--- src/logic/tx_packet_pkg.sv ---
/*
 * Shared constants and types of the transmit packet handler: register map,
 * field positions, reset values, status pin codes and the framer states.
 * Assumes nothing of its surroundings.
 */
`default_nettype none
package tx_packet_pkg;
    // Register byte offsets
    localparam logic [7:0] OFS_PKT_CTRL = 8'h00;
    localparam logic [7:0] OFS_PKT_LEN = 8'h04;
    localparam logic [7:0] OFS_MODEM_ONE = 8'h08;
    localparam logic [7:0] OFS_MODEM_TWO = 8'h0c;
    localparam logic [7:0] OFS_SYNC_HIGH = 8'h10;
    localparam logic [7:0] OFS_SYNC_LOW = 8'h14;
    localparam logic [7:0] OFS_PIN_CFG = 8'h18;
    localparam logic [7:0] OFS_COMMAND = 8'h1c;
    localparam logic [7:0] OFS_FIFO_DATA = 8'h20;
    localparam logic [7:0] OFS_QUEUE_LEVEL = 8'h24;
    localparam logic [7:0] OFS_PKT_STATUS = 8'h28;
    localparam logic [7:0] OFS_STATUS_BYTE = 8'h2c;
    localparam logic [7:0] OFS_PKT_CTRL_ALIAS = 8'h30;

    // packet_automation_control fields
    localparam int LEN_CFG_LSB = 0;
    localparam int CRC_EN_BIT = 2;
    localparam int LEGACY_BIT = 3;
    localparam int WHITEN_BIT = 6;
    // modem_config_one fields
    localparam int ERROR_CODING_ENABLE_BIT = 8;
    // command register bits
    localparam int CMD_TX_ON_BIT = 0;
    localparam int CMD_TX_OFF_BIT = 1;
    localparam int CMD_FLUSH_BIT = 2;

    // Length modes
    localparam logic [1:0] LEN_FIXED = 2'h0;
    localparam logic [1:0] LEN_VARIABLE = 2'h1;
    localparam logic [1:0] LEN_INFINITE = 2'h2;

    // Sync modes that double the sync word
    localparam logic [2:0] SYNC_DOUBLE_A = 3'h3;
    localparam logic [2:0] SYNC_DOUBLE_B = 3'h7;

    // Status pin selection codes
    localparam logic [5:0] PIN_QUEUE_ABOVE = 6'h02;
    localparam logic [5:0] PIN_QUEUE_FULL = 6'h03;
    localparam logic [5:0] PIN_SYNC_PACKET = 6'h06;

    // Reset values
    localparam logic [7:0] RST_PKT_CTRL = 8'h45;
    localparam logic [7:0] RST_PKT_LEN = 8'hff;
    localparam logic [7:0] RST_PREAMBLE = 8'h04;
    localparam logic [2:0] RST_SYNC_MODE = 3'h2;
    localparam logic [7:0] RST_SYNC_HIGH = 8'hd3;
    localparam logic [7:0] RST_SYNC_LOW = 8'h91;
    localparam logic [5:0] RST_PIN_CFG = 6'h06;

    // Stream constants
    localparam logic [7:0] PREAMBLE_BYTE = 8'haa;
    localparam logic [15:0] CRC_POLY = 16'h8005;
    localparam logic [15:0] CRC_INIT = 16'hffff;
    localparam logic [8:0] PN9_INIT = 9'h1ff;
    localparam logic [3:0] CONV_G0 = 4'hb;
    localparam logic [3:0] CONV_G1 = 4'hd;

    // Queue geometry
    localparam int QUEUE_DEPTH = 64;
    localparam int QUEUE_AW = 6;
    localparam logic [6:0] QUEUE_THRESHOLD = 7'h20;

    typedef enum logic [2:0] {
        ST_IDLE,
        ST_PREAMBLE,
        ST_SYNC,
        ST_PAYLOAD,
        ST_CRC,
        ST_DONE,
        ST_UNDERRUN
    } framer_state_t;

    typedef struct packed {
        logic [1:0] length_config;
        logic crc_en;
        logic legacy_compat_enable;
        logic whitening_enable;
        logic error_coding_enable;
        logic [7:0] num_preamble;
        logic [2:0] sync_mode;
        logic [7:0] packet_length_value;
        logic [7:0] sync_high_byte;
        logic [7:0] sync_low_byte;
        logic [5:0] status_pin_config;
    } cfg_t;
endpackage
`default_nettype wire

--- src/logic/tx_packet_handler.sv ---
/* Transmit packet handler: registers, transmit queue and serial framer.
   Assumes link_clk is asynchronous and much slower than core_clk. */
// Our own choices: register access over Avalon-MM and the register addresses.
// Notes on behaviour
// Preamble of alternating bits, at least programmed count.
// Extra preamble while queue empty, then sync.
// Two-byte sync word follows preamble.
// Sync modes 3 or 7 send sync twice.
// Preamble and sync always inserted together.
// Length mode 0: fixed length from register.
// Length mode 1: first byte gives payload length.
// Length mode 2: send until transmit switched off.
// Fixed or variable packets hold 1 to 255 bytes.
// Byte counter wraps; fixed end at length match.
// Controller handles long packets by mode switching.
// Optional CRC over queue bytes, two bytes appended.
// Whitening XORs post-sync bits with PN9, all ones.
// Whitening only while legacy compatibility is off.
// Whitening precedes coding and interleaving.
// Coding interleaves and encodes post-sync bits only.
// Empty queue mid-packet: underrun until flush.
// Controller writes length byte first in variable mode.
// Controller changes configuration only while idle.
// Controller avoids switching off mid first half-byte.
// Status pin codes 6, 2 and 3.
// Status byte reports queue count on writes.
// Flush accepted only idle or underrun.
// PN9 polynomial x9+x5+1, one step per bit.
// CRC-16 0x8005, init all ones, high byte first.
`timescale 1ns/1ps
`default_nettype none
module tx_packet_handler
    import tx_packet_pkg::*;
(
    // Clock and reset
    input wire logic core_clk,
    input wire logic reset,
    // Avalon-MM register slave
    input wire logic [7:0] address,
    input wire logic read,
    input wire logic write,
    input wire logic [3:0] byteenable,
    input wire logic [31:0] writedata,
    output logic [31:0] readdata,
    output logic waitrequest,
    // Modulator link and status pin
    input wire logic link_clk,
    output logic tx_data,
    output logic tx_active,
    output logic status_pin_zero
);
    // Whiten one byte MSB first, returning {next pn state, byte}
    function automatic logic [16:0] whiten_byte(input logic [7:0] din, input logic [8:0] pn);
        logic [8:0] s;
        logic [7:0] d;
        s = pn;
        d = din;
        for (int i = 7; i >= 0; i--) begin
            d[i] = din[i] ^ s[0];
            s = {s[0] ^ s[5], s[8:1]};
        end
        return {s, d};
    endfunction
    // Rate one half coder, then 4x4 interleave: rows written, columns read
    function automatic logic [18:0] code_byte(input logic [7:0] din, input logic [2:0] st);
        logic [3:0] win;
        logic [2:0] s;
        logic [15:0] c;
        logic [15:0] o;
        s = st;
        c = 16'h0000;
        for (int i = 7; i >= 0; i--) begin
            win = {din[i], s};
            c[2 * i + 1] = ^(win & CONV_G0);
            c[2 * i] = ^(win & CONV_G1);
            s = {din[i], s[2:1]};
        end
        for (int r = 0; r < 4; r++) begin
            for (int k = 0; k < 4; k++) begin
                o[15 - (k * 4 + r)] = c[15 - (r * 4 + k)];
            end
        end
        return {s, o};
    endfunction
    function automatic logic [15:0] crc_byte(input logic [15:0] crc, input logic [7:0] din);
        logic [15:0] c;
        c = crc;
        for (int i = 7; i >= 0; i--) begin
            c = (c[15] ^ din[i]) ? {c[14:0], 1'b0} ^ CRC_POLY : {c[14:0], 1'b0};
        end
        return c;
    endfunction
    cfg_t cfg;
    framer_state_t state, next_state;
    logic ack, bus_write, cmd_wr, tx_on_cmd, tx_off_cmd, flush_cmd;
    logic [7:0] queue_mem [QUEUE_DEPTH];
    logic [QUEUE_AW-1:0] wr_ptr, rd_ptr;
    logic [6:0] level;
    logic queue_empty, queue_full, push, pop, flush_ok;
    logic link_meta, link_sync, link_prev, bit_tick;
    logic [15:0] sreg, crc;
    logic [4:0] bits_left;
    logic [8:0] pn;
    logic [2:0] conv;
    logic [7:0] status_byte, pre_cnt, byte_cnt, len_reg, load_val, next_cnt;
    logic [1:0] sync_idx;
    logic len_seen, crc_idx, load_en, load_data, last_byte;
    logic [16:0] wh;
    logic [18:0] cd;
    logic whiten_on, double_sync, need;
    // One wait state; the request is taken while ack is high
    assign waitrequest = (read || write) && !ack;
    assign bus_write = write && ack;
    always_ff @(posedge core_clk) begin
        ack <= !reset && (read || write) && !ack;
    end
    always_ff @(posedge core_clk) begin
        if (reset) begin
            readdata <= 32'h0000_0000;
        end else if (read && !ack) begin
            case (address)
                OFS_PKT_CTRL, OFS_PKT_CTRL_ALIAS: readdata <= {25'h0, cfg.whitening_enable, 2'h0,
                    cfg.legacy_compat_enable, cfg.crc_en, cfg.length_config};
                OFS_PKT_LEN: readdata <= {24'h0, cfg.packet_length_value};
                OFS_MODEM_ONE: readdata <= {23'h0, cfg.error_coding_enable, cfg.num_preamble};
                OFS_MODEM_TWO: readdata <= {29'h0, cfg.sync_mode};
                OFS_SYNC_HIGH: readdata <= {24'h0, cfg.sync_high_byte};
                OFS_SYNC_LOW: readdata <= {24'h0, cfg.sync_low_byte};
                OFS_PIN_CFG: readdata <= {26'h0, cfg.status_pin_config};
                OFS_QUEUE_LEVEL: readdata <= {24'h0, state == ST_UNDERRUN, level};
                OFS_PKT_STATUS: readdata <= {25'h0, state, 2'h0,
                    state == ST_UNDERRUN, status_pin_zero};
                OFS_STATUS_BYTE: readdata <= {24'h0, status_byte};
                default: readdata <= 32'h0000_0000;
            endcase
        end
    end
    // Configuration, meant to change only while idle
    always_ff @(posedge core_clk) begin
        if (reset) begin
            cfg.length_config <= RST_PKT_CTRL[1:0];
            cfg.crc_en <= RST_PKT_CTRL[CRC_EN_BIT];
            cfg.legacy_compat_enable <= RST_PKT_CTRL[LEGACY_BIT];
            cfg.whitening_enable <= RST_PKT_CTRL[WHITEN_BIT];
            cfg.error_coding_enable <= 1'b0;
            cfg.num_preamble <= RST_PREAMBLE;
            cfg.sync_mode <= RST_SYNC_MODE;
            cfg.packet_length_value <= RST_PKT_LEN;
            cfg.sync_high_byte <= RST_SYNC_HIGH;
            cfg.sync_low_byte <= RST_SYNC_LOW;
            cfg.status_pin_config <= RST_PIN_CFG;
        end else if (bus_write && byteenable[0]) begin
            case (address)
                OFS_PKT_CTRL, OFS_PKT_CTRL_ALIAS: begin
                    cfg.length_config <= writedata[LEN_CFG_LSB +: 2];
                    cfg.crc_en <= writedata[CRC_EN_BIT];
                    cfg.legacy_compat_enable <= writedata[LEGACY_BIT];
                    cfg.whitening_enable <= writedata[WHITEN_BIT];
                end
                OFS_PKT_LEN: cfg.packet_length_value <= writedata[7:0];
                OFS_MODEM_ONE: begin
                    cfg.num_preamble <= writedata[7:0];
                    if (byteenable[1]) begin
                        cfg.error_coding_enable <= writedata[ERROR_CODING_ENABLE_BIT];
                    end
                end
                OFS_MODEM_TWO: cfg.sync_mode <= writedata[2:0];
                OFS_SYNC_HIGH: cfg.sync_high_byte <= writedata[7:0];
                OFS_SYNC_LOW: cfg.sync_low_byte <= writedata[7:0];
                OFS_PIN_CFG: cfg.status_pin_config <= writedata[5:0];
                default: ;
            endcase
        end
    end
    assign cmd_wr = bus_write && byteenable[0] && address == OFS_COMMAND;
    always_ff @(posedge core_clk) begin
        tx_on_cmd <= !reset && cmd_wr && writedata[CMD_TX_ON_BIT];
        tx_off_cmd <= !reset && cmd_wr && writedata[CMD_TX_OFF_BIT];
        flush_cmd <= !reset && cmd_wr && writedata[CMD_FLUSH_BIT];
    end
    // Transmit queue; a write to a full queue is dropped
    assign queue_empty = level == 7'h00;
    assign queue_full = level == 7'(QUEUE_DEPTH);
    assign push = bus_write && byteenable[0] && address == OFS_FIFO_DATA && !queue_full;
    assign flush_ok = flush_cmd && (state == ST_IDLE || state == ST_UNDERRUN);
    always_ff @(posedge core_clk) begin
        if (push) begin
            queue_mem[wr_ptr] <= writedata[7:0];
        end
    end
    always_ff @(posedge core_clk) begin
        if (reset || flush_ok) begin
            wr_ptr <= '0;
            rd_ptr <= '0;
            level <= 7'h00;
        end else begin
            wr_ptr <= wr_ptr + QUEUE_AW'(push);
            rd_ptr <= rd_ptr + QUEUE_AW'(pop);
            level <= level + 7'(push) - 7'(pop);
        end
    end
    // Count before this write lands; only meaningful after writes
    always_ff @(posedge core_clk) begin
        if (reset) begin
            status_byte <= 8'h00;
        end else if (bus_write) begin
            status_byte <= {state == ST_UNDERRUN, level};
        end
    end
    // Two flops, then the edge detect compares the second with its delayed copy
    always_ff @(posedge core_clk) begin
        link_meta <= !reset && link_clk;
        link_sync <= !reset && link_meta;
        link_prev <= !reset && link_sync;
    end
    assign bit_tick = link_sync && !link_prev;
    assign need = bits_left == 5'd0;
    assign whiten_on = cfg.whitening_enable && !cfg.legacy_compat_enable;
    assign double_sync = cfg.sync_mode == SYNC_DOUBLE_A || cfg.sync_mode == SYNC_DOUBLE_B;
    always_comb begin
        next_state = state;
        load_en = 1'b0;
        load_data = 1'b0;
        load_val = PREAMBLE_BYTE;
        pop = 1'b0;
        next_cnt = byte_cnt + 8'h01;
        last_byte = 1'b0;
        case (state)
            ST_IDLE: begin
                if (tx_on_cmd) begin
                    next_state = ST_PREAMBLE;
                end
            end
            ST_PREAMBLE: begin
                if (need) begin
                    load_en = 1'b1;
                    // Sync has no enable of its own: it always follows preamble
                    if (pre_cnt >= cfg.num_preamble && !queue_empty) begin
                        load_val = cfg.sync_high_byte;
                        next_state = ST_SYNC;
                    end
                end
            end
            ST_SYNC: begin
                if (need) begin
                    load_en = 1'b1;
                    load_val = sync_idx[0] ? cfg.sync_low_byte : cfg.sync_high_byte;
                    if (sync_idx == 2'd3 || (sync_idx == 2'd1 && !double_sync)) begin
                        next_state = ST_PAYLOAD;
                    end
                end
            end
            ST_PAYLOAD: begin
                if (need) begin
                    if (queue_empty) begin
                        next_state = ST_UNDERRUN;
                    end else begin
                        pop = 1'b1;
                        load_en = 1'b1;
                        load_data = 1'b1;
                        load_val = queue_mem[rd_ptr];
                        if (cfg.length_config == LEN_VARIABLE && !len_seen) begin
                            last_byte = queue_mem[rd_ptr] == 8'h00;
                        end else if (cfg.length_config == LEN_VARIABLE) begin
                            last_byte = next_cnt == len_reg;
                        end else if (cfg.length_config == LEN_FIXED) begin
                            last_byte = next_cnt == cfg.packet_length_value;
                        end
                        if (last_byte) begin
                            next_state = cfg.crc_en ? ST_CRC : ST_DONE;
                        end
                    end
                end
            end
            ST_CRC: begin
                if (need) begin
                    load_en = 1'b1;
                    load_data = 1'b1;
                    load_val = crc_idx ? crc[7:0] : crc[15:8];
                    if (crc_idx) begin
                        next_state = ST_DONE;
                    end
                end
            end
            ST_DONE: begin
                if (need) begin
                    next_state = ST_IDLE;
                end
            end
            ST_UNDERRUN: begin
                if (flush_ok) begin
                    next_state = ST_IDLE;
                end
            end
            default: next_state = ST_IDLE;
        endcase
        // Switching off ends any mode; mode 2 otherwise stops only at underrun on an empty queue
        if (tx_off_cmd && state != ST_IDLE && state != ST_UNDERRUN) begin
            next_state = ST_IDLE;
            load_en = 1'b0;
            pop = 1'b0;
        end
    end
    always_ff @(posedge core_clk) begin
        if (reset) begin
            state <= ST_IDLE;
            pre_cnt <= 8'h00;
            sync_idx <= 2'd0;
            byte_cnt <= 8'h00;
            len_reg <= 8'h00;
            len_seen <= 1'b0;
            crc_idx <= 1'b0;
        end else begin
            state <= next_state;
            if (state == ST_IDLE) begin
                pre_cnt <= 8'h00;
                sync_idx <= 2'd0;
                byte_cnt <= 8'h00;
                len_seen <= 1'b0;
                crc_idx <= 1'b0;
            end
            if (state == ST_PREAMBLE && load_en && pre_cnt != 8'hff) begin
                pre_cnt <= pre_cnt + 8'h01;
            end
            if ((state == ST_SYNC || next_state == ST_SYNC) && load_en) begin
                sync_idx <= sync_idx + 2'd1;
            end
            if (pop) begin
                if (cfg.length_config == LEN_VARIABLE && !len_seen) begin
                    len_reg <= queue_mem[rd_ptr];
                    len_seen <= 1'b1;
                end else begin
                    byte_cnt <= next_cnt;
                end
            end
            if (state == ST_CRC && load_en) begin
                crc_idx <= 1'b1;
            end
        end
    end
    // Data path: whitening feeds the coder, never the reverse
    always_comb begin
        wh = (load_data && whiten_on) ? whiten_byte(load_val, pn) : {pn, load_val};
        cd = code_byte(wh[7:0], conv);
    end
    always_ff @(posedge core_clk) begin
        if (reset) begin
            sreg <= 16'h0000;
            bits_left <= 5'd0;
            pn <= PN9_INIT;
            conv <= 3'h0;
            crc <= CRC_INIT;
        end else if (state == ST_IDLE || next_state == ST_IDLE) begin
            bits_left <= 5'd0;
            pn <= PN9_INIT;
            conv <= 3'h0;
            crc <= CRC_INIT;
        end else if (load_en) begin
            pn <= wh[16:8];
            if (load_data && cfg.error_coding_enable) begin
                sreg <= cd[15:0];
                conv <= cd[18:16];
                bits_left <= 5'd16;
            end else begin
                sreg <= {wh[7:0], 8'h00};
                bits_left <= 5'd8;
            end
            if (pop) begin
                crc <= crc_byte(crc, load_val);
            end
        end else if (bit_tick && !need) begin
            sreg <= {sreg[14:0], 1'b0};
            bits_left <= bits_left - 5'd1;
        end
    end
    assign tx_data = sreg[15];
    assign tx_active = state != ST_IDLE && state != ST_UNDERRUN;
    always_ff @(posedge core_clk) begin
        if (reset) begin
            status_pin_zero <= 1'b0;
        end else begin
            case (cfg.status_pin_config)
                PIN_SYNC_PACKET: status_pin_zero <= state == ST_PAYLOAD || state == ST_CRC
                    || state == ST_DONE;
                PIN_QUEUE_ABOVE: status_pin_zero <= level >= QUEUE_THRESHOLD;
                PIN_QUEUE_FULL: status_pin_zero <= queue_full;
                default: status_pin_zero <= 1'b0;
            endcase
        end
    end
endmodule // tx_packet_handler
`default_nettype wire

--- config.mk ---
export PLATFORM = sky130hd
export DESIGN_NAME = tx_packet_handler
export DESIGN_NICKNAME = d
export VERILOG_FILES = /design/src/logic/tx_packet_pkg.sv /design/src/logic/tx_packet_handler.sv
export SDC_FILE = /design/constraint.sdc
export NUM_CORES = 1
export LEC_CHECK = 0
export ABC_AREA = 1
export BUFFER_PORTS_ARGS = -buffer_cell sky130_fd_sc_hd__buf_4
export CAP_MARGIN = 20
export CORE_MARGIN = 8
export CORE_UTILIZATION = 60
export DETAILED_ROUTE_END_ITERATION = 10
export PLACE_DENSITY = 0.74
export REMOVE_ABC_BUFFERS = 1
export SLEW_MARGIN = 5
export SYNTH_ARGS = -nofsm -noshare
export SYNTH_HDL_FRONTEND = slang
export SYNTH_SLANG_ARGS = --single-unit
--- constraint.sdc ---
create_clock -name core_clk -period 4.93 [get_ports core_clk]
set_input_delay 0.986 -clock core_clk [delete_from_list [all_inputs] [get_ports core_clk]]
set_output_delay 0.986 -clock core_clk [all_outputs]
set_load 0.05 [all_outputs]
-- Yosys cells after proc, flatten, opt, wreduce, memory -nomap -nowiden
Memories as Yosys holds them, arrays and structs flattened. A register that Yosys moved wholly into a read port is not among the register bits.
Cells that the tools add are included.
- register bits after elaboration: 194
- word-level logic and storage cells: 276
- input port bits: 49
- RAM bits: 512
- memories: 1
- output and inout port bits: 36
- memory list (name ; words ; width ; rd ports ; clocked after memory_dff ; wr ports ; RTL line ; text):
    queue_mem ; 64 ; 8 ; 1 ; 1 ; 1 ; tx_packet_handler.sv:96 ; logic [7:0] queue_mem [QUEUE_DEPTH];
- eq/ne operators: 32
- mux-type cells: 70
- $lt $le $gt $ge: 2
- $add $sub $neg: 8
- reductions and logical operators: 94
- bitwise logic cells: 33
- operator list (operator ; number):
    16-bit 2-to-1 mux ; 11
    8-bit 2-to-1 mux ; 14
    9-bit one-hot mux with 10 select lines ; 1
    4-bit parity ; 16
    8-bit by 6-bit equality test with 1-bit output (second input constant) ; 5
    3-bit 2-to-1 mux ; 13
    8-bit by 5-bit equality test with 1-bit output (second input constant) ; 4
    1-bit logical AND ; 32
    8-bit one-hot mux with 4 select lines ; 1
    3-bit inverter ; 8
    2-bit AND reduction ; 12
    1-bit XOR ; 24
    3-bit one-hot mux with 7 select lines ; 1
    1-bit 2-to-1 mux ; 20
    8-bit by 1-bit adder with 8-bit output (second input constant) ; 2
    8-bit by 4-bit equality test with 1-bit output (second input constant) ; 2
    8-bit equality test ; 2
    8-bit zero test ; 2
    5-bit 2-to-1 mux ; 3
    6-bit by 1-bit adder with 6-bit output ; 2
    3-bit by 2-bit equality test with 1-bit output (second input constant) ; 4
    3-bit equality test (second input constant) ; 4
    6-bit by 2-bit equality test with 1-bit output (second input constant) ; 2
    1-bit zero test ; 9
    other kinds (29) ; 45

-- Longest topological paths before layout
Gate-level depths: netlist of the first run.
- depth after elaboration: 22
- gate-level depth with buffers: 29
- mapped depth without buffers: 26

-- Worst setup path after synthesis of the first run
No wires, ideal clock.
- path kind: register to register
- start point: reg state[0]
- end point: reg level[6]
- required time: 4.787 ns
- path buffers: 1
- setup time: 0.143 ns
- arrival: 3.624 ns
- slack: 1.163 ns
- cell stages (with the launch flop): 19
- clock period less this slack: 3.767 ns
- cell sequence: dfxtp_1 > nor2_1 > inv_1 > nor2_1 > nor2_1 > nand2_1 > inv_1 > nor2_1 > clkbuf_1 > ha_1 > inv_1 > ha_1 > inv_1 > fa_1 > o31ai_1 > a21oi_1 > o21bai_1 > or2_2 > a21oi_1
- word-level cells in the longest chain between the ends: 5
- elaborated cells between the ends (all ways): 13
- those cells by class: add/sub: 1; eq/ne: 3; mux: 2; reduce/logical: 7
- ends and longest elaborated chain (item ; RTL line ; text):
    start, declared ; tx_packet_handler.sv:94 ; framer_state_t state, next_state;
    start signal, assigned ; tx_packet_handler.sv:314 ; state <= next_state;
    3-bit nonzero test ; tx_packet_handler.sv:298 ; if (tx_off_cmd && state != ST_IDLE && state != ST_UNDERRUN) begin
    1-bit logical AND (2 in series) ; tx_packet_handler.sv:298 ;
    1-bit 2-to-1 mux ; tx_packet_handler.sv:298 ;
    7-bit by 1-bit subtractor with 7-bit output ; tx_packet_handler.sv:199 ; level <= level + 7'(push) - 7'(pop);
    end signal, assigned ; tx_packet_handler.sv:199 ;
    end, declared ; tx_packet_handler.sv:98 ; logic [6:0] level;
Parallel ways exist; a longest one is shown, timed or not.
A chain may end at the register's enable or synchronous reset.

==> load_flow_metrics.sql, run 1 <==
INSERT INTO impl_metrics (metric_group, metric, value, unit) VALUES
('worst_setup_path', 'critPathTopFamily', 'simple AND/OR/NAND/NOR gates', ''),
('sta', 'final_hold_viol_count', '0', ''),
('power', 'vdd_ir_drop_max', '0.308', 'mV'),
('sta', 'period_needed', '4.41', 'ns'),
('synthesis', 'postSynthRegisterBits', '683', ''),
('sta', 'worst_hold_slack', '0.410', 'ns'),
('finish', 'drive_above_1_share', '7.35', '%'),
('cts', 'cts_hold_buffers', '0', ''),
('sta', 'max_slew_headroom_at_the_worst_pin', '34.5', '%'),
('synthesis', 'synth_sequential_area_ratio', '60.8', '%'),
('worst_setup_path', 'cp_slowest_cell', 'dfxtp_4', ''),
('run_status', 'status', 'completed', ''),
('finish', 'final_design_area_no_fill', '34200', 'sq um'),
('cts', 'h-tree-depth', '3', ''),
('finish', 'fin_nets', '3481', ''),
('synthesis', 'synth_area', '30900', 'sq um'),
('run', 'cap_violations', '0', ''),
('floorplanning', 'die_height', '243', 'um'),
('min_path', 'worst_hold_path.endpoint', 'link_sync$_DFF_P_', ''),
('worst_setup_path', 'critical_path.endpoint_type', 'register', ''),
('floorplanning', 'die-width', '243', 'um'),
('finish', 'most-common-layout-cells', 'nand2_1, edfxtp_1, nor2_1', ''),
('worst_setup_path', 'r2r_setup_slack', '0.52', 'ns'),
('min_path', 'min-delay-start', 'link_meta$_DFF_P_', ''),
('worst_setup_path', 'worstPathMaxFanout', '81', ''),
('route', 'dr.pass1.iters', '7', ''),
('cts', 'cts.repair_timing.setup_buffer_count', '0', ''),
('worst_setup_path', 'r2r-start', 'rd_ptr[0]$_SDFF_PP0_', ''),
('cts', 'tritoncts.num_buffers', '71', ''),
('finish', 'largest_reg_flops', '512', ''),
('floorplanning', 'core', '51200', 'sq um'),
('route', 'dr.first_iter.drc_count', '2899', ''),
('finish', 'multiInputGateArea', '10200', 'sq um'),
('route', 'drc', '0', ''),
('grt', 'grt.total_usage', '26.5', '%'),
('worst_setup_path', 'critPathMostFrequentCell', 'nand2_1', ''),
('placement', 'io_buffers', '36', ''),
('min_path', 'min_delay_path_depth', '2', ''),
('grt', 'grt_remaining_overflow', '0', ''),
('power', 'leakagePower', '13.3', 'nW'),
('synthesis', 'synth-warning-count', '0', ''),
('route', 'post_drt_via_cell_ratio', '5.78', ''),
('synthesis', 'async_set_or_reset_register_ratio_after_synthesis', '0', '%'),
('worst_setup_path', 'worstReg2RegEnd', 'crc[11]$_SDFFE_PP1P_', ''),
('worst_setup_path', 'setup.worst_path.class', 'reg2reg', ''),
('finish', 'registers.top_by_ff_count', 'queue_mem', ''),
('grt', 'antenna_found_initial', '0', ''),
('route', 'detail_route.wl_per_cell', '19.5', 'um'),
('floorplanning', 'num_rows', '83', ''),
('placement', 'gp_congestion', '0.944', ''),
('worst_setup_path', 'setup.worst_path.start_class', 'register', ''),
('worst_setup_path', 'cp.required', '5.38', 'ns'),
('finish', 'filler_cell_count', '3920', ''),
('synthesis', 'synth_top_flop_cell', 'edfxtp_1', ''),
('cts', 'post_cts.resized_instances', '0', ''),
('route', 'final_wirelength', '80600', 'um'),
('sta', 'clock.fmax', '227', 'MHz'),
('sta', 'slew_violations', '0', ''),
('synthesis', 'mapped_avg_cell_area', '9.27', 'sq um'),
('floorplanning', 'floorplan.initialDensity', '60.4', '%'),
('sta', 'min_period_over_period', '89.4', '%'),
('sta', 'setup_violations', '0', ''),
('finish', 'largest_regs', 'queue_mem (512), cfg (47)', ''),
('cts', 'cts_buffer_depth', '3', ''),
('finish', 'areaGrowthSynthToFinish', '10.7', '%'),
('synthesis', 'synth_top_cells_by_area', 'edfxtp_1, dfxtp_1, nand2_1', ''),
('cts', 'cts_tree', 'yes', ''),
('cts', 'clkSlewWorstSetupHoldPaths', '0.06', 'ns'),
('power', 'power_density', '336', 'nW/um^2'),
('grt', 'global_route_wire_length_before_repair', '125000', 'um'),
('synthesis', 'netlist-cell-type-count', '47', '');
[how the worst max path moves through the flow]
stage                               from                    to  slack (ns)  depth (start not counted)
floorplan           rd_ptr[0]$_SDFF_PP0_   crc[0]$_SDFFE_PP1P_       -5.80                         21
detailed placement                 write   level[6]$_SDFF_PP0_        0.49                         17
global route        rd_ptr[0]$_SDFF_PP0_    pn[0]$_SDFFE_PP1P_        0.23                         18
finish              rd_ptr[0]$_SDFF_PP0_  crc[11]$_SDFFE_PP1P_        0.52                         20
global placement                   write   level[6]$_SDFF_PP0_        0.55                         17
CTS                 rd_ptr[2]$_SDFF_PP0_    pn[0]$_SDFFE_PP1P_        0.54                         17
[worst min-delay path: stages (launching register included)]
cell and delay, ns:
dfxtp_1 0.30, inv_1 0.04, nor2_1 0.03
[area by class of cell]
cell class	instances	share of cell area [%]
clock buffers	97	5.75
clock inverters	27	0.629
inverters	305	3.36
multi-input cells	2210	29.8
flip-flops and latches	683	54.9
well taps	680	2.49
repair buffers	132	3.06
[synth_stat cells (34+ instances only)]
| cell type | n |
|---|---|
| clkbuf_1 | 66 |
| nor2_1 | 426 |
| buf_2 | 34 |
| dfxtp_1 | 171 |
| edfxtp_1 | 512 |
| nand2_1 | 856 |
| o211ai_1 | 51 |
| o21ai_0 | 168 |
| inv_1 | 283 |
| a21oi_1 | 147 |
| nand4_1 | 34 |
| nand3_1 | 319 |
[cells by family (layout without fill, tap and decap cells)]
logic type,count (synthesis),count (layout),synth area share [%]
other,1,23,0.0121
DFF,683,683,60.8
buffers and inverters,468,561,6.57
adders and majority gates,29,29,1.20
AOI/OAI and AO/OA,440,440,8.00
xor gates and xnor gates,41,41,1.18
and+or+nand+nor,1677,1677,22.3
[report_power, final]
| part | internal [W] | switching, W | total [W] | leakage, nW |
|---|---|---|---|---|
| logic | 0.0000253 | 0.000180 | 0.000205 | 6.26 |
| clock network | 0.00295 | 0.00216 | 0.00511 | 1.06 |
| registers | 0.00618 | 0.00000236 | 0.00618 | 5.98 |
| total | 0.00915 | 0.00234 | 0.0115 | 13.3 |
[through the flow]
stage          utilization [%]  total power (W)  std cells  setup slack, ns  setup TNS [ns]
4_1_cts                   66.8           0.0115       4133            0.541               0
2_1_floorplan                -          0.00638       3198            -5.80         -342.86
3_5_place_dp              62.6          0.00650       4009            0.490               0
3_3_place_gp              62.6          0.00650       4009            0.555               0
6_report                  66.9           0.0115       4134            0.520               0
5_1_grt                   66.9           0.0118       4134            0.229               0
[layer usage]
metal | vias up | track usage (%) | share of wire (%)
met2 | 1181 | 41.1 | 45
met4 | 0 | 9.80 | 3.1
met5 | - | 0 | 0
li1 | 11304 | - | -
met1 | 11259 | 36.9 | 42
met3 | 161 | 5.35 | 9.8
Note: power is estimated with default switching activity, not from simulation.
==> run 2, diff against run 1 <==
--- a/config.mk
+++ b/config.mk
@@ -6,6 +6,7 @@
 export NUM_CORES = 1
 export LEC_CHECK = 0
 export ABC_AREA = 1
+export ABC_CLOCK_PERIOD_IN_PS = 4930
 export BUFFER_PORTS_ARGS = -buffer_cell sky130_fd_sc_hd__buf_4
 export CAP_MARGIN = 20
 export CORE_MARGIN = 8
==> constraint.sdc (replaced) <==
create_clock -name core_clk -period 4.93 [get_ports core_clk]
set_input_delay 0 -clock core_clk [delete_from_list [all_inputs] [get_ports core_clk]]
set_output_delay 0 -clock core_clk [all_outputs]
set_load 0.05 [all_outputs]
==> run 2 against run 1 <==
  * Non-clock buffer count down 49
  * Via count down 1.0%
  * Combinational power about the same
  * Register-to-register slack better by 0.04 ns
  * Sequential share of layout area up 0.28 points
  * Count of clock-buffer cells in the layout down 4
  * Clock skew up 0.0075 ns
  * Flip-flop and latch count unchanged
  * Setup slack better by 0.039 ns
  * Critical path depth up 2
  * Largest power group unchanged
==> load_flow_metrics.sql, run 2 (synthesis results as in run 1) <==
INSERT INTO impl_metrics (metric_group, metric, value, unit) VALUES
('run_status', 'status', 'completed', ''),
('route', 'dr.first_iter.drc_count', '3023', ''),
('cts', 'clock_tree.root_cell', 'clkbuf_16', ''),
('worst_setup_path', 'crit_path_start', 'rd_ptr[0]$_SDFF_PP0_', ''),
('route', 'detail-route-antenna-nets', '0', ''),
('placement', 'io_buffers', '36', ''),
('grt', 'grt.total_usage', '26.2', '%'),
('worst_setup_path', 'setup.worst_path.start_class', 'register', ''),
('worst_setup_path', 'r2r_setup_slack', '0.56', 'ns'),
('finish', 'fin_nets', '3433', ''),
('cts', 'cts_buffer_depth', '3', ''),
('grt', 'antenna_found_initial', '0', ''),
('finish', 'largest_reg_flops', '512', ''),
('min_path', 'holdCritPathClass', 'in2reg', ''),
('worst_setup_path', 'worstPathMaxFanout', '233', ''),
('worst_setup_path', 'critPathTopFamily', 'simple AND/OR/NAND/NOR gates', ''),
('worst_setup_path', 'setup.worst_path.class', 'reg2reg', ''),
('route', 'met3RoutedLength', '7130', 'um'),
('grt', 'number_of_global_route_vias_before_repair', '22510', ''),
('worst_setup_path', 'r2r-start', 'rd_ptr[0]$_SDFF_PP0_', ''),
('route', 'detail_route.wl_per_cell', '19.4', 'um'),
('sta', 'tightestPinTransition', '1.08', 'ns'),
('power', 'vdd_ir_drop_max', '0.342', 'mV'),
('worst_setup_path', 'worst-endpoint-arrival', '4.80', 'ns'),
('sta', 'period_needed', '4.37', 'ns'),
('cts', 'h-tree-depth', '3', ''),
('floorplanning', 'core', '51200', 'sq um'),
('floorplanning', 'num_rows', '83', ''),
('power', 'power_density', '345', 'nW/um^2'),
('sta', 'finalClockSkew', '0.0306', 'ns'),
('route', 'maxUsedRoutingLayer', 'met4', ''),
('cts', 'clkSlewWorstSetupHoldPaths', '0.06', 'ns'),
('finish', 'most-common-layout-cells', 'nand2_1, edfxtp_1, nor2_1', ''),
('worst_setup_path', 'max_stage_delay', '0.70', 'ns'),
('power', 'post-layout-total-power', '0.0118', 'W'),
('cts', 'numClockSinks', '683', ''),
('cts', 'post_cts.resized_instances', '0', ''),
('finish', 'largest_regs', 'queue_mem (512), cfg (47)', ''),
('sta', 'rsz0062_at_grt', 'no', ''),
('cts', 'cts.repair_timing.setup_buffer_count', '0', ''),
('placement', 'post_dp_area', '31600', 'sq um'),
('route', 'final_wirelength', '79500', 'um'),
('finish', 'diode_count', '0', ''),
('power', 'share_clk_of_total_power', '45.7', '%'),
('route', 'post_drt_via_cell_ratio', '5.79', ''),
('cts', 'tritoncts.num_buffers', '72', ''),
('cts', 'cts_tree', 'yes', ''),
('finish', 'drive_above_1_share', '5.93', '%'),
('sta', 'clock.fmax', '229', 'MHz'),
('floorplanning', 'die-area', '59100', 'sq um'),
('placement', 'dpl.hpwl', '49500', 'um'),
('route', 'met2_length', '36200', 'um'),
('worst_setup_path', 'critical_path_buffer_and_inverter_count', '2', ''),
('worst_setup_path', 'critical_path.endpoint_type', 'register', ''),
('sta', 'final_hold_viol_count', '0', ''),
('grt', 'global_route_wire_length_before_repair', '124000', 'um'),
('sta', 'setup_violations', '0', ''),
('finish', 'areaGrowthSynthToFinish', '10.1', '%'),
('sta', 'min_period_over_period', '88.7', '%'),
('route', 'via_count', '23657', ''),
('floorplanning', 'design.portCount', '85', ''),
('finish', 'final_design_area_no_fill', '34100', 'sq um'),
('grt', 'grt_remaining_overflow', '0', ''),
('floorplanning', 'die_height', '243', 'um'),
('worst_setup_path', 'cp_slowest_cell', 'buf_12', ''),
('power', 'leakagePower', '13.1', 'nW'),
('worst_setup_path', 'crit_path_cell_trace', 'buf_12 -> nor2_1 -> nor2_1 -> o21ai_0 -> nand3_1 -> nand3_1 -> nand2_1 -> nand3_1 -> nand2_1 -> nor2_1 -> nand2_1 -> o21ai_1 -> nand3_1 -> nand3_1 -> nand2_1 -> nand2_1 -> nand3_1 -> nand2_2 -> nand2_4 -> nand3_4 -> inv_2 -> o211ai_1', ''),
('run', 'cap_violations', '0', ''),
('placement', 'gp_congestion', '0.950', ''),
('floorplanning', 'floorplan.initialDensity', '60.4', '%'),
('power', 'power.switching_fraction', '20.0', '%'),
('sta', 'max_slew_headroom_at_the_worst_pin', '28.1', '%'),
('floorplanning', 'die-width', '243', 'um'),
('power', 'internal_power', '0.00942', 'W'),
('power', 'share_of_total_power_in_sequential_cells', '52.5', '%'),
('route', 'dr.pass1.iters', '6', ''),
('cts', 'cts_hold_buffers', '15', ''),
('grt', 'pin_count_of_the_biggest_net_entering_global_routing', '234', ''),
('route', 'met1_length', '33700', 'um'),
('power', 'net-switching-power', '0.00235', 'W'),
('sta', 'slew_violations', '0', ''),
('finish', 'registers.top_by_ff_count', 'queue_mem', ''),
('cts', 'worst_skew_pair.late_latency', '0.62', 'ns'),
('worst_setup_path', 'critPathMostFrequentCell', 'nand3_1', ''),
('finish', 'final_common_cell', 'nand2_1', ''),
('route', 'drc', '0', ''),
('worst_setup_path', 'cp.required', '5.36', 'ns'),
('power', 'power_frac_comb', '1.8', '%'),
('min_path', 'min-delay-start', 'writedata[0]', '');
## run 2: power by group through the flow
stage	Sequential, W	Combinational (W)	Clock, W
floorplan	0.00630	0.0000755	0
global placement	0.00630	0.000192	0
detailed placement	0.00630	0.000198	0
CTS	0.00618	0.000207	0.00544
global route	0.00618	0.000220	0.00565
finish	0.00618	0.000208	0.00538
## run 2: metrics by stage
step,hold slack [ns],utilization (%),setup WS (ns),TNS (ns),instances
2_1_floorplan,0.0691,-,-5.80,-342.86,3198
3_3_place_gp,0.212,61.7,0.859,0,3946
3_5_place_dp,0.224,61.7,0.735,0,3946
4_1_cts,0.0125,66.5,0.677,0,4089
5_1_grt,0.0401,66.5,0.307,0,4089
6_report,0.0258,66.5,0.559,0,4089
## run 2: final timing paths
kind                                endpoint  cells after the start
setup / recovery        crc[14]$_SDFFE_PP1P_                     22
hold / removal    queue_mem[20][0]$_DFFE_PP_                      1
setup reg to reg        crc[14]$_SDFFE_PP1P_                     22
hold reg to reg            link_sync$_DFF_P_                      2
## run 2: final cells by class
cell class	count	area (sq um)
Sequential cell	683	18800
Fill cell	4001	17100
Multi-Input combinational cell	2210	10200
Clock buffer	93	1940
Inverter	305	1150
Tap cell	680	851
Timing Repair Buffer	83	723
Clock inverter	35	393
## run 2: metal layers
| layer | vias up | GRT usage (%) |
|---|---|---|
| li1 | 11217 | - |
| met1 | 11207 | 36.7 |
| met2 | 1082 | 41.1 |
| met3 | 151 | 4.38 |
| met4 | 0 | 9.63 |
| met5 | - | 0 |
